`src/shared/smc_consts.svh`:
```
// register map, field positions, reset values and warm-up counts
`ifndef SMC_CONSTS_SVH
`define SMC_CONSTS_SVH
// ====================================================================
// register offsets (byte addresses)
`define SMC_OFF_CTL1 12'h038
`define SMC_OFF_CTL2 12'h03C
`define SMC_OFF_TMR 12'h040
`define SMC_OFF_STAT 12'h044
// ====================================================================
// reset values
`define SMC_RST_CTL1 8'h00
`define SMC_RST_CTL2 8'h80
`define SMC_RST_TMR 8'h00
// ====================================================================
// system_control_one fields
`define SMC_B_HALT 7
`define SMC_B_WAKE_RELEASE_METHOD 6
`define SMC_B_WAKE_RETURN_SELECT 5
`define SMC_B_KEEP 4
`define SMC_B_WUT_HI 3
`define SMC_B_WUT_LO 2
// system_control_two fields
`define SMC_B_FOSC 7
`define SMC_B_SOSC 6
`define SMC_B_SEL 5
`define SMC_B_WAIT 4
`define SMC_B_GATE 2
`define SMC_CTL2_MASK 8'hF4
// timer_wake_control fields
`define SMC_B_BTEN 0
`define SMC_B_BTIE 1
`define SMC_B_IME 2
`define SMC_B_LATCH 3
`define SMC_B_SRC_LO 4
`define SMC_B_SRC_HI 5
// ====================================================================
// warm-up lengths in oscillator periods, fast then slow, codes 00..11
`define SMC_WU_W 18
`define SMC_WU_F0 196608
`define SMC_WU_F1 65536
`define SMC_WU_F2 49152
`define SMC_WU_F3 16384
`define SMC_WU_S0 24576
`define SMC_WU_S1 8192
`define SMC_WU_S2 192
`define SMC_WU_S3 64
`endif

```
`src/shared/smc_pkg.sv`:
```
// types shared by the standby mode controller files
`include "smc_consts.svh"
package smc_pkg;
	// ================================================================
	// operating modes, gray coded along the usual path
	typedef enum logic [3:0] {
		SMC_RUN_SINGLE = 4'h0,
		SMC_WAIT_SINGLE = 4'h1,
		SMC_RUN_DUAL = 4'h3,
		SMC_WAIT_DUAL = 4'h2,
		SMC_RUN_BOTH = 4'h6,
		SMC_WAIT_BOTH = 4'h7,
		SMC_RUN_FOFF = 4'h5,
		SMC_WAIT_FOFF = 4'h4,
		SMC_WAIT_GATED_LOW = 4'hC,
		SMC_WAIT_GATED_FAST = 4'hD,
		SMC_HALT = 4'hF,
		SMC_WARMUP = 4'hE
	} smc_mode_e;
	// ================================================================
	typedef struct packed {
		logic s1;
		logic s2;
		logic s3;
		logic level;
	} smc_sync_s;
	typedef struct packed {
		logic [`SMC_WU_W-1:0] cnt;
		logic busy;
		logic done;
	} smc_wu_s;
	typedef struct packed {
		smc_mode_e mode;
		logic [7:0] ctl1;
		logic [7:0] ctl2;
		logic [7:0] tmr;
		logic [31:0] rdata;
		logic bt_armed;
		logic src_prev;
		logic pin_prev;
		logic self_rst;
		logic resume;
		logic wu_load;
	} smc_top_s;
endpackage : smc_pkg

```
`src/core/smc_sync3.sv`:
```
// three-stage synchroniser with agreement filter for a pin input
`timescale 1ns/100ps
module smc_sync3
	import smc_pkg::*;
(
	input wire logic pclk,
	input wire logic presetn,
	input wire logic async_in,
	output logic sync_out
);
	smc_sync_s q, d;
	// ================================================================
	// stage one feeds only stage two; the level moves on agreement
	always_comb begin
		d = q;
		d.s1 = async_in;
		d.s2 = q.s1;
		d.s3 = q.s2;
		if (q.s2 == q.s3) begin
			d.level = q.s3;
		end
	end
	always_ff @(posedge pclk or negedge presetn) begin
		if (!presetn) begin
			q <= '0;
		end else begin
			q <= d;
		end
	end
	assign sync_out = q.level;
endmodule : smc_sync3

```
`src/core/smc_warmup.sv`:
```
// warm-up down counter, loaded on wake and advanced on oscillator ticks
`timescale 1ns/100ps
module smc_warmup
	import smc_pkg::*;
(
	input wire logic pclk,
	input wire logic presetn,
	input wire logic load,
	input wire logic [`SMC_WU_W-1:0] count,
	input wire logic tick,
	output logic done
);
	smc_wu_s q, d;
	// ================================================================
	always_comb begin
		d = q;
		d.done = 1'b0;
		if (load) begin
			d.cnt = count;
			d.busy = 1'b1;
		end else if (q.busy && tick) begin
			if (q.cnt <= `SMC_WU_W'(1)) begin
				d.busy = 1'b0;
				d.done = 1'b1;
			end else begin
				d.cnt = q.cnt - `SMC_WU_W'(1);
			end
		end
	end
	always_ff @(posedge pclk or negedge presetn) begin
		if (!presetn) begin
			q <= '0;
		end else begin
			q <= d;
		end
	end
	assign done = q.done;
endmodule : smc_warmup

```
`src/core/smc_standby_ctrl.sv`:
```
// standby mode controller: mode sequencer, clock gating, apb registers
`timescale 1ns/100ps
module smc_standby_ctrl
	import smc_pkg::*;
#(
	parameter int WU_F0 = `SMC_WU_F0,
	parameter int WU_F1 = `SMC_WU_F1,
	parameter int WU_F2 = `SMC_WU_F2,
	parameter int WU_F3 = `SMC_WU_F3,
	parameter int WU_S0 = `SMC_WU_S0,
	parameter int WU_S1 = `SMC_WU_S1,
	parameter int WU_S2 = `SMC_WU_S2,
	parameter int WU_S3 = `SMC_WU_S3
)
(
	input wire logic pclk,
	input wire logic presetn,
	input wire logic psel,
	input wire logic penable,
	input wire logic pwrite,
	input wire logic [11:0] paddr,
	input wire logic [31:0] pwdata,
	output logic [31:0] prdata,
	output logic pready,
	output logic pslverr,
	input wire logic halt_wake_pin,
	input wire logic wake_irq_req,
	input wire logic [3:0] base_timer_src,
	input wire logic slow_tick,
	output logic [3:0] mode,
	output logic fast_osc_run,
	output logic slow_osc_run,
	output logic main_clock_select,
	output logic cpu_clk_en,
	output logic wdt_clk_en,
	output logic periph_clk_en,
	output logic base_timer_clk_en,
	output logic div_stage1_clk_en,
	output logic port_hold_hiz,
	output logic port_input_zero,
	output logic halt_wake_pin_port_hiz,
	output logic base_timer_irq_latch,
	output logic base_timer_irq_take,
	output logic resume_pulse,
	output logic resume_via_irq,
	output logic self_reset_req
);
	smc_top_s q, d;
	logic pin_s;
	logic wu_done;
	logic wu_tick;
	logic src_now;
	logic src_fall;
	logic pin_rise;
	logic wake;
	logic mapped;
	logic wr;
	logic is_halt;
	logic is_run;
	logic is_gated;
	logic [`SMC_WU_W-1:0] wu_count;
	// ================================================================
	// helpers
	function automatic smc_mode_e run_of(input logic [7:0] c);
		if (c[`SMC_B_SEL]) begin
			run_of = c[`SMC_B_FOSC] ? SMC_RUN_BOTH : SMC_RUN_FOFF;
		end else begin
			run_of = c[`SMC_B_SOSC] ? SMC_RUN_DUAL : SMC_RUN_SINGLE;
		end
	endfunction : run_of

	function automatic smc_mode_e wait_of(input smc_mode_e m);
		case (m)
		SMC_RUN_DUAL: wait_of = SMC_WAIT_DUAL;
		SMC_RUN_BOTH: wait_of = SMC_WAIT_BOTH;
		SMC_RUN_FOFF: wait_of = SMC_WAIT_FOFF;
		default: wait_of = SMC_WAIT_SINGLE;
		endcase
	endfunction : wait_of

	// both off, or the oscillator feeding the main clock switched off
	function automatic logic bad_osc(input logic [7:0] c);
		bad_osc = (!c[`SMC_B_FOSC] && !c[`SMC_B_SOSC]) ||
			(!c[`SMC_B_FOSC] && !c[`SMC_B_SEL]) ||
			(!c[`SMC_B_SOSC] && c[`SMC_B_SEL]);
	endfunction : bad_osc

	function automatic logic is_reg(input logic [11:0] a);
		is_reg = (a == `SMC_OFF_CTL1) || (a == `SMC_OFF_CTL2) ||
			(a == `SMC_OFF_TMR) || (a == `SMC_OFF_STAT);
	endfunction : is_reg

	// ================================================================
	// submodules
	smc_sync3 u_wake_sync (
		.pclk(pclk),
		.presetn(presetn),
		.async_in(halt_wake_pin),
		.sync_out(pin_s)
	);

	smc_warmup u_warmup (
		.pclk(pclk),
		.presetn(presetn),
		.load(q.wu_load),
		.count(wu_count),
		.tick(wu_tick),
		.done(wu_done)
	);

	// ================================================================
	// warm-up length and tick source
	always_comb begin
		wu_count = '0;
		case ({q.ctl1[`SMC_B_WAKE_RETURN_SELECT], q.ctl1[`SMC_B_WUT_HI:`SMC_B_WUT_LO]})
		3'h0: wu_count = `SMC_WU_W'(WU_F0);
		3'h1: wu_count = `SMC_WU_W'(WU_F1);
		3'h2: wu_count = `SMC_WU_W'(WU_F2);
		3'h3: wu_count = `SMC_WU_W'(WU_F3);
		3'h4: wu_count = `SMC_WU_W'(WU_S0);
		3'h5: wu_count = `SMC_WU_W'(WU_S1);
		3'h6: wu_count = `SMC_WU_W'(WU_S2);
		default: wu_count = `SMC_WU_W'(WU_S3);
		endcase
	end
	// fast return counts pclk, which runs from the fast oscillator
	assign wu_tick = q.ctl1[`SMC_B_WAKE_RETURN_SELECT] ? slow_tick : 1'b1;

	// ================================================================
	// event detection
	assign src_now =
		base_timer_src[q.tmr[`SMC_B_SRC_HI:`SMC_B_SRC_LO]];
	assign src_fall = q.src_prev && !src_now;
	assign pin_rise = pin_s && !q.pin_prev;
	// level mode: a pin already high lets warm-up start at once
	assign wake = q.ctl1[`SMC_B_WAKE_RELEASE_METHOD] ? pin_s : pin_rise;
	assign mapped = is_reg(paddr);
	assign wr = psel && penable && pwrite && mapped;

	// ================================================================
	// next state
	always_comb begin
		d = q;
		d.self_rst = 1'b0;
		d.resume = 1'b0;
		d.wu_load = 1'b0;
		d.src_prev = src_now;
		d.pin_prev = pin_s;
		// read data captured in the setup cycle
		if (psel && !penable && !pwrite) begin
			case (paddr)
			`SMC_OFF_CTL1: d.rdata = {24'h000000, q.ctl1[7:2], 2'b00};
			`SMC_OFF_CTL2: d.rdata = {24'h000000, q.ctl2};
			`SMC_OFF_TMR: d.rdata = {24'h000000, q.tmr};
			`SMC_OFF_STAT: d.rdata = {27'h0000000, q.bt_armed, q.mode};
			default: d.rdata = 32'h00000000;
			endcase
		end
		// mode sequencing works on the registered values, so a write
		// takes effect the cycle after its access phase
		case (q.mode)
		SMC_RUN_SINGLE, SMC_RUN_DUAL, SMC_RUN_BOTH, SMC_RUN_FOFF: begin
			if (q.ctl1[`SMC_B_HALT]) begin
				d.mode = SMC_HALT;
			end else if (q.ctl2[`SMC_B_GATE]) begin
				d.bt_armed = q.tmr[`SMC_B_BTEN];
				if (q.ctl2[`SMC_B_SEL]) begin
					d.mode = SMC_WAIT_GATED_LOW;
				end else begin
					d.mode = SMC_WAIT_GATED_FAST;
				end
			end else if (q.ctl2[`SMC_B_WAIT]) begin
				d.mode = wait_of(q.mode);
			end else begin
				d.mode = run_of(q.ctl2);
			end
		end
		SMC_WAIT_SINGLE, SMC_WAIT_DUAL, SMC_WAIT_BOTH, SMC_WAIT_FOFF: begin
			if (wake_irq_req) begin
				d.ctl2[`SMC_B_WAIT] = 1'b0;
				d.mode = run_of(q.ctl2);
				d.resume = 1'b1;
			end
		end
		SMC_WAIT_GATED_LOW, SMC_WAIT_GATED_FAST: begin
			if (src_fall) begin
				d.ctl2[`SMC_B_GATE] = 1'b0;
				d.resume = 1'b1;
				if (q.mode == SMC_WAIT_GATED_LOW) begin
					d.ctl2[`SMC_B_FOSC] = 1'b0;
					d.mode = SMC_RUN_FOFF;
				end else begin
					d.mode = SMC_RUN_SINGLE;
				end
				if (q.bt_armed) begin
					d.tmr[`SMC_B_LATCH] = 1'b1;
				end
				d.bt_armed = 1'b0;
			end
		end
		SMC_HALT: begin
			if (wake) begin
				d.mode = SMC_WARMUP;
				d.wu_load = 1'b1;
			end
		end
		SMC_WARMUP: begin
			if (wu_done) begin
				d.ctl1[`SMC_B_HALT] = 1'b0;
				d.resume = 1'b1;
				if (q.ctl1[`SMC_B_WAKE_RETURN_SELECT]) begin
					d.ctl2[`SMC_B_SEL] = 1'b1;
					d.ctl2[`SMC_B_FOSC] = 1'b0;
					d.mode = SMC_RUN_FOFF;
				end else begin
					d.ctl2[`SMC_B_SEL] = 1'b0;
					d.ctl2[`SMC_B_FOSC] = 1'b1;
					d.mode = q.ctl2[`SMC_B_SOSC] ?
						SMC_RUN_DUAL : SMC_RUN_SINGLE;
				end
			end
		end
		default: d.mode = SMC_RUN_SINGLE;
		endcase
		// register writes
		if (wr) begin
			case (paddr)
			`SMC_OFF_CTL1: d.ctl1 = {pwdata[7:2], 2'b00};
			`SMC_OFF_CTL2: begin
				if (bad_osc(pwdata[7:0])) begin
					d.self_rst = 1'b1;
				end else begin
					d.ctl2 = pwdata[7:0] & `SMC_CTL2_MASK;
				end
			end
			`SMC_OFF_TMR: begin
				d.tmr = {2'b00, pwdata[5:4],
					q.tmr[`SMC_B_LATCH] & ~pwdata[3], pwdata[2:0]};
			end
			default: d.rdata = q.rdata;
			endcase
		end
		// a latch set by the gated exit beats a clear in the same cycle
		if (q.mode == SMC_WAIT_GATED_LOW || q.mode == SMC_WAIT_GATED_FAST)
		begin
			if (src_fall && q.bt_armed) begin
				d.tmr[`SMC_B_LATCH] = 1'b1;
			end
		end
		// an illegal oscillator write behaves like a device reset
		if (d.self_rst) begin
			d.mode = SMC_RUN_SINGLE;
			d.ctl1 = `SMC_RST_CTL1;
			d.ctl2 = `SMC_RST_CTL2;
			d.tmr = `SMC_RST_TMR;
			d.bt_armed = 1'b0;
		end
	end

	// ================================================================
	// state register; reset lands in fast single run
	always_ff @(posedge pclk or negedge presetn) begin
		if (!presetn) begin
			q.mode <= SMC_RUN_SINGLE;
			q.ctl1 <= `SMC_RST_CTL1;
			q.ctl2 <= `SMC_RST_CTL2;
			q.tmr <= `SMC_RST_TMR;
			q.rdata <= 32'h00000000;
			q.bt_armed <= 1'b0;
			q.src_prev <= 1'b0;
			q.pin_prev <= 1'b0;
			q.self_rst <= 1'b0;
			q.resume <= 1'b0;
			q.wu_load <= 1'b0;
		end else begin
			q <= d;
		end
	end

	// ================================================================
	// apb answer: zero wait states, error on unmapped addresses
	assign prdata = q.rdata;
	assign pready = 1'b1;
	assign pslverr = psel && penable && !mapped;

	// ================================================================
	// clock gating and pin control
	assign is_halt = (q.mode == SMC_HALT) || (q.mode == SMC_WARMUP);
	assign is_run = (q.mode == SMC_RUN_SINGLE) ||
		(q.mode == SMC_RUN_DUAL) || (q.mode == SMC_RUN_BOTH) ||
		(q.mode == SMC_RUN_FOFF);
	assign is_gated = (q.mode == SMC_WAIT_GATED_LOW) ||
		(q.mode == SMC_WAIT_GATED_FAST);
	assign mode = q.mode;
	// oscillators enabled in ctl2 restart at wake so that warm-up can count them
	assign fast_osc_run = q.ctl2[`SMC_B_FOSC] &&
		(q.mode != SMC_HALT);
	assign slow_osc_run = q.ctl2[`SMC_B_SOSC] &&
		(q.mode != SMC_HALT);
	assign main_clock_select = q.ctl2[`SMC_B_SEL];
	assign cpu_clk_en = is_run;
	assign wdt_clk_en = is_run;
	// gated wait stops peripherals until the source edge releases it
	assign periph_clk_en = !is_halt && !is_gated;
	assign base_timer_clk_en = !is_halt;
	assign div_stage1_clk_en = !is_halt &&
		(q.mode != SMC_RUN_FOFF) && (q.mode != SMC_WAIT_FOFF);
	assign port_hold_hiz = is_halt && !q.ctl1[`SMC_B_KEEP];
	// forcing inputs low may raise a falling-edge interrupt downstream
	assign port_input_zero = is_halt && !q.ctl1[`SMC_B_KEEP];
	assign halt_wake_pin_port_hiz = is_halt;
	assign base_timer_irq_latch = q.tmr[`SMC_B_LATCH];
	assign base_timer_irq_take = q.tmr[`SMC_B_IME] &&
		q.tmr[`SMC_B_BTIE] && q.tmr[`SMC_B_BTEN] &&
		q.tmr[`SMC_B_LATCH];
	assign resume_pulse = q.resume;
	assign resume_via_irq = q.resume && q.tmr[`SMC_B_IME];
	assign self_reset_req = q.self_rst;
endmodule : smc_standby_ctrl

```
`config.mk`:
```
export PLATFORM = sky130hd
export DESIGN_NAME = smc_standby_ctrl
export DESIGN_NICKNAME = d
export VERILOG_FILES = /design/src/shared/smc_pkg.sv /design/src/core/smc_sync3.sv /design/src/core/smc_warmup.sv /design/src/core/smc_standby_ctrl.sv
export VERILOG_INCLUDE_DIRS = /design/src /design/src/shared
export SDC_FILE = /design/constraint.sdc
export NUM_CORES = 1
export LEC_CHECK = 0
export BUFFER_PORTS_ARGS = -buffer_cell sky130_fd_sc_hd__buf_2
export CELL_PAD_IN_SITES_DETAIL_PLACEMENT = 1
export CELL_PAD_IN_SITES_GLOBAL_PLACEMENT = 2
export CORE_MARGIN = 10
export CORE_UTILIZATION = 33
export DETAILED_ROUTE_END_ITERATION = 10
export PLACE_DENSITY = 0.86
export SLEW_MARGIN = 0
export SYNTH_ARGS = -nofsm -noshare
export SYNTH_HDL_FRONTEND = slang
export SYNTH_SLANG_ARGS = --single-unit
```
`constraint.sdc`:
```
create_clock -name pclk -period 3.9 [get_ports pclk]
set_input_delay 0.78 -clock pclk [delete_from_list [all_inputs] [get_ports pclk]]
set_output_delay 0.78 -clock pclk [all_outputs]
set_load 0.005 [all_outputs]
```
==> results of run 1 <==
[metrics by stage]
step / util (%) / setup slack (ns) / std cells / hold slack [ns] / instance area [sq um]
2_1_floorplan: - / 1.33 / 435 / 0.331 / 3860
3_3_place_gp: 36.1 / 0.984 / 579 / 0.334 / 3980
3_5_place_dp: 36.1 / 1.02 / 579 / 0.347 / 3980
4_1_cts: 38.9 / 1.01 / 595 / 0.359 / 4290
5_1_grt: 38.9 / 0.807 / 595 / 0.376 / 4290
6_report: 38.9 / 1.01 / 595 / 0.360 / 4290
[layer usage]
metal,share of wire [%],up-vias,wire length (um),GRT usage (%)
met4,0.97,0,107,3.48
met5,0,-,0,0
met2,52,47,5690,24.2
met3,3.4,6,375,3.54
met1,44,1569,4820,16.2
li1,-,1493,-,-
[worst register-to-register path: stages, from the launching register on]
cell and delay [ns]:
dfrtp_1 0.41, nor4_2 0.46, nand2_1 0.36, o311ai_1 0.76, nor2_1 0.09, a311o_1 0.35
[layout by cell type (no fill, tap or decap), drive strengths merged, types with 8 or more instances in the layout]
cell,synthesis,routed
nor4,8,8
clkbuf,18,14
dfrtp,58,58
nand3,13,13
nor2,40,40
conb,2,25
a21oi,13,13
buf,42,64
nand2b,9,9
nor2b,8,8
nand2,26,26
o21ai,19,19
and2,9,9
mux2i,20,20
nor3,14,14
[flip-flops by register name, summed over array words and instances, names as in the netlist]
signal	cells
base_timer_irq_latch	1
main_clock_select	1
mode	4
prdata	8
q	19
resume_pulse	1
self_reset_req	1
u_wake_sync.d	2
u_wake_sync.q	1
u_wake_sync.sync_out	1
u_warmup.done	1
u_warmup.q	19
[final cells by class]
| class | instances | area, sq um | share of cell area [%] |
|---|---|---|---|
| Multi-Input combinational cell | 308 | 1970 | 45.9 |
| Sequential cell | 59 | 1480 | 34.4 |
| Timing Repair Buffer | 64 | 330 | 7.70 |
| Clock buffer | 14 | 274 | 6.39 |
| Tap cell | 140 | 175 | 4.08 |
| Clock inverter | 2 | 35.0 | 0.817 |
| Inverter | 8 | 30.0 | 0.700 |
[cells in the mapped netlist, types with 7 or more instances]
cell type / n / area (sq um)
mux2i_1: 20 / 200
nand3_1: 13 / 65.1
nor2b_1: 8 / 50.1
dfrtp_1: 58 / 1450
o31ai_1: 7 / 52.6
nor2_1: 40 / 150
nand2b_1: 9 / 56.3
clkbuf_1: 18 / 67.6
nor3_1: 11 / 55.1
inv_1: 7 / 26.3
a21oi_1: 13 / 65.1
nand2_1: 26 / 97.6
buf_4: 39 / 293
and2_1: 9 / 56.3
o21ai_0: 19 / 95.1
nor4_1: 7 / 43.8
[where the power goes]
part | internal [W] | switching, W
Sequential | 0.000618 | 0.00000415
Clock | 0.000546 | 0.000268
Combinational | 0.0000223 | 0.0000430
Total | 0.00119 | 0.000315
[cell families after synthesis]
| logic type | synth area share [%] |
|---|---|
| AOI/OAI and AO/OA | 15.6 |
| xor gates and xnor gates | 3.15 |
| adders and majority gates | 0.929 |
| buffers and inverters | 10.9 |
| DFF | 39.2 |
| muxes | 6.20 |
| other | 0.199 |
| and+or+nand+nor | 23.8 |
[worst paths after layout]
path                       cells past startpoint                    endpoint  slack [ns]
hold / removal                                 0  u_wake_sync.d[1]$_DFF_PN0_        0.36
setup / recovery                               6                     pslverr        1.01
min in group asynchronous                      1  u_warmup.q[13]$_DFFE_PN0P_        0.66
max in group asynchronous                      2             q[53]$_DFF_PN1_        2.35
hold reg to reg                                0  u_wake_sync.d[1]$_DFF_PN0_        0.36
setup reg to reg                               5   u_warmup.q[8]$_DFFE_PN0P_        1.36
==> qor.yml, run 1 <==
status:
  run_status: "finished, final reports clean"
power_and_ir_drop:
  static-leakage-power_nw: 1.94
  pnr_total_power_w: 0.00150
  irDropWorstVdd_mv: 0.157
  power_density_mw_per_mm2: 350
setup_path:
  critPathRequiredTime_ns: 3.12
  criticalPathCategory: "input pin to output pin"
  path_cells: "buf_2, nor4b_1, and2_1, o21ai_0, and3_1, buf_2"
  path_max_fanout: 8
  reg2reg_from: "u_warmup.q[11]$_DFFE_PN0P_"
  cp_slowest_stage_delay_ns: 0.39
  timing.critical_path.arrival_ns: 2.11
  cp-start-kind: "input pin"
  cp.buffers_inverters: 2
  cp-end-kind: "output pin"
  timing.critical_path.slowest_stage_cell: "nor4b_1"
  startpoint_of_the_worst_setup_timing_path: "paddr[3]"
  cp_common_cell: "buf_2"
  critical-path-top-delay-family: "simple AND/OR/NAND/NOR gates"
timing:
  worst_slew_pin_slew_ns: 1.07
  rsz0062_at_grt: "no"
  report.final.slew_viol_count: 0
  count_of_final_hold_check_violations: 0
  timing.fmax_mhz: 346
  setup_total_negative_slack_ns: 0
  timing.slew.headroom_pct: 28.7
  min_period_over_period_pct: 74.2
  finalWorstPathRequiredPeriod_ns: 2.89
  fin_skew_ns: 0.00781
  setup_viol: 0
synth:
  syn-mean-instance-area_sq_um: 9.15
  synth.lib_cells_used.distinct: 68
  ys.flop_type: "dfrtp_1"
  netlist_instances: 412
  synth-seq-area-share_pct: 39.2
  synth_async_sr_flop_share_pct: 100
  area_of_the_mapped_netlist_sq_mm: 0.00377
  synth_enable_flop_cells: 0
  yosys_warnings: 0
  synth_seq_cells: 59
clocking:
  clock_insertion_delay_worst_skew_ns: 0.32
  cts_root_buffer: "clkbuf_16"
  clk_pin_slew_ns: 0.05
  clock_tree_from_tritoncts: "built"
  cts_made_buffers: 9
  clkSinkCount: 59
  cts_resized: 0
  postCtsSetupBuffers: 0
  clock_path_buffers: 2
  htree_levels: 3
  cts_hold_buffers: 0
global_routing:
  number_of_antenna_violations_at_the_first_check_in_global_routing: 0
  global_route.overflow_total: 0
  first_global_vias: 3413
  grt.total_usage_pct: 13.7
  grt_max_degree: 46
  global_route_wire_length_before_repair_mm: 18.1
finish:
  drive_above_1_share_pct: 21.8
  final.fill_count: 1341
  finish.net_count: 508
  antenna_cells_inserted: 0
  syn_to_final_growth_pct: 13.8
die:
  initial_utilization_pct: 34.2
  placement_row_count: 38
  i_o_pin_count: 110
  die-height_um: 127
  core_sq_mm: 0.0110
  die_area_sq_mm: 0.0161
  die_w_um: 127
drt:
  dr.first_iter.drc_count: 163
  drt-pass1-iter-count: 4
  post-route-drc-count: 0
  detail_route.wl_per_cell_um: 18.5
  vias: 3115
  count_of_antenna_violating_nets_left_after_detailed_routing: 0
  detail_route.wirelength_mm: 11.0
  detailed_route_vias_per_instance: 5.24
placement:
  port-buffer-count: 60
  dp_hpwl_mm: 8.25
  gp_routability_congestion: 0.882
flow_run:
  maximum_capacitance_violations: 0
worst_hold_path:
  timing.hold.worst.start: "u_wake_sync.d[2]$_DFF_PN0_"
  hold_class: "flop to flop"
No activity file was read; power rests on OpenSTA's default activity.
==> run 2: changes to the inputs <==
CORE_UTILIZATION = 31   (was 33)
PLACE_DENSITY = 0.82   (was 0.86)
clock period = 2.8 ns   (was 3.9 ns; I/O delays follow)
==> run 2 against run 1 <==
Sequential share of layout area decreased by 0.39 points. Clock power is 27% higher. Core utilization decreased by 2.6 points. Setup slack got worse by 0.58 ns. First-iteration DRC count increased by 5.5%. Routed wire length up 0.20%. Power rose by 32%. Critical endpoint is now wdt_clk_en. Largest cell class unchanged. Largest power group unchanged.
==> qor.yml, run 2 (synthesis results as in run 1) <==
setup_path:
  cp_slowest_stage_delay_ns: 0.57  # +0.18 ns
  cp-end-kind: "output pin"
  criticalPathCategory: "flop to output pin"
  path_cells: "xnor3_1, and2_1, buf_2"
  cp-start-kind: "flop"
  timing.critical_path.slowest_stage_cell: "dfrtp_1"
  regToRegSetupSlack_ns: 0.52  # -0.84 ns
  path_max_fanout: 9  # +1
  r2r-end: "u_warmup.q[7]$_DFFE_PN0P_"
  critPathRequiredTime_ns: 2.24  # -0.88 ns
  ff2ff_path_depth: 5  # unchanged
  reg2reg_from: "u_warmup.q[17]$_DFFE_PN0P_"
  timing.critical_path.arrival_ns: 1.81  # -0.30 ns
global_routing:
  global_route_wire_length_before_repair_mm: 18.2  # +0.65%
  first_global_vias: 3484  # +2.1%
  number_of_antenna_violations_at_the_first_check_in_global_routing: 0  # unchanged
  grt.total_usage_pct: 13.7  # -0.087 points
  global_route.overflow_total: 0  # unchanged
  grt_max_degree: 60  # +30%
finish:
  final.fill_count: 1406  # +4.8%
  layout_commonest_cell: "buf_2"
  layout.cells.most_common_list: "60 x buf_2, 58 x dfrtp_1, 40 x nor2_1"
  finish.net_count: 518  # +2.0%
  antenna_cells_inserted: 0  # unchanged
  post-route-cell-area_sq_mm: 0.00434  # +1.1%
  utilization_pct: 36.3  # -2.6 points
  syn_to_final_growth_pct: 15.1
  drive_above_1_share_pct: 23.2  # +1.5 points
die:
  initial_utilization_pct: 31.5  # -2.7 points
  die-height_um: 130  # +2.7%
  die_w_um: 130  # +2.7%
  placement_row_count: 40  # +5.3%
  die_area_sq_mm: 0.0170  # +5.4%
  core_sq_mm: 0.0120  # +8.4%
  i_o_pin_count: 110  # unchanged
clocking:
  cts_hold_buffers: 0  # unchanged
  clk_pin_slew_ns: 0.05  # about the same
  clock_insertion_delay_worst_skew_ns: 0.33  # about the same
  clock_tree_from_tritoncts: "built"
  htree_levels: 3  # unchanged
  clock_path_buffers: 2  # unchanged
  postCtsSetupBuffers: 0  # unchanged
  cts_resized: 0  # unchanged
  cts_made_buffers: 9  # unchanged
  cts_root_buffer: "clkbuf_16"
  clkSinkCount: 59  # unchanged
timing:
  setup_viol: 0  # unchanged
  rsz0062_at_grt: "no"
  setup_total_negative_slack_ns: 0  # unchanged
  finalWorstPathRequiredPeriod_ns: 2.37
  report.final.slew_viol_count: 0  # unchanged
  final.hold.worst_slack_ns: 0.333  # -0.0273 ns
  worst_slew_pin_slew_ns: 0.775  # -0.294 ns
  timing.fmax_mhz: 422
  timing.slew.headroom_pct: 48.3  # +20 points
  min_period_over_period_pct: 84.7
  fin_skew_ns: 0.00725  # -0.000559 ns
  count_of_final_hold_check_violations: 0  # unchanged
power_and_ir_drop:
  irDropWorstVdd_mv: 0.280  # +79%
  static-leakage-power_nw: 1.97  # +1.8%
  power_density_mw_per_mm2: 458  # +31%
drt:
  dr.first_iter.drc_count: 172  # +5.5%
  detailed_route_vias_per_instance: 5.17  # -1.3%
  count_of_antenna_violating_nets_left_after_detailed_routing: 0  # unchanged
  detail_route.wirelength_mm: 11.0  # +0.20%
  post-route-drc-count: 0  # unchanged
  vias: 3162  # +1.5%
  detail_route.wl_per_cell_um: 18.0  # -2.6%
  drt-pass1-iter-count: 4  # unchanged
placement:
  dp_hpwl_mm: 8.29  # +0.55%
  dpl-instance-area_sq_mm: 0.00407  # +2.1%
  gp_routability_congestion: 0.874  # -0.86%
  port-buffer-count: 60  # unchanged
status:
  run_status: "finished, final reports clean"
worst_hold_path:
  timing.hold.worst.start: "halt_wake_pin"
  hold_path_depth: 1  # +1
  hold_class: "input pin to flop"
  min_delay_worst_endpoint: "u_wake_sync.d[2]$_DFF_PN0_"
flow_run:
  maximum_capacitance_violations: 0  # unchanged
==> run 2: critical path, delay by kind of cell (launching register included) <==
kind          cells  cell delay (ns)
flops             1             0.57
buf+inv           1             0.16
simple gates      1             0.27
xor+xnor          1             0.47
==> run 2: layer usage <==
layer	global-route usage [%]	share of wire (%)
met1	16.2	45
met2	23.5	50
met3	2.68	2.5
met4	5.89	2.1
met5	0	0
==> run 2: final cells by class <==
cell class	instances	area [sq um]	share of cell area (%)
Clock buffer	14	264	6.08
Clock inverter	2	10.0	0.231
Inverter	8	30.0	0.692
Multi-Input combinational cell	308	1970	45.4
Sequential cell	59	1480	34.1
Tap cell	147	184	4.24
Timing Repair Buffer	74	405	9.34
==> run 2: report_power, final <==
part           switching, W  internal, W  leakage, nW   total, W
registers        0.00000433     0.000861        0.781   0.000865
clock network      0.000385     0.000645        0.137    0.00103
logic             0.0000613    0.0000318         1.05  0.0000930
total              0.000450      0.00154         1.97    0.00199
==> run 2: worst max-delay path by stage <==
stage / from / end / slack, ns
after floorplan: u_warmup.q[6]$_DFFE_PN0P_ / u_warmup.q[7]$_DFFE_PN0P_ / 0.63
after global placement: paddr[9] / q[38]$_DFFE_PN0P_ / 0.38
after detailed placement: paddr[9] / q[58]$_DFFE_PN0P_ / 0.32
after CTS: mode[1]$_DFFE_PN0P_ / wdt_clk_en / 0.41
after global routing: mode[1]$_DFFE_PN0P_ / wdt_clk_en / 0.33
final: mode[1]$_DFFE_PN0P_ / wdt_clk_en / 0.43
==> run 2: through the flow <==
stage / worst slack [ns] / instances / total power [W]
after global routing: 0.328 / 612 / 0.00206
after global placement: 0.377 / 596 / 0.000970
after detailed placement: 0.317 / 596 / 0.000973
after CTS: 0.406 / 612 / 0.00201
final: 0.428 / 612 / 0.00199
after floorplan: 0.629 / 435 / 0.000942
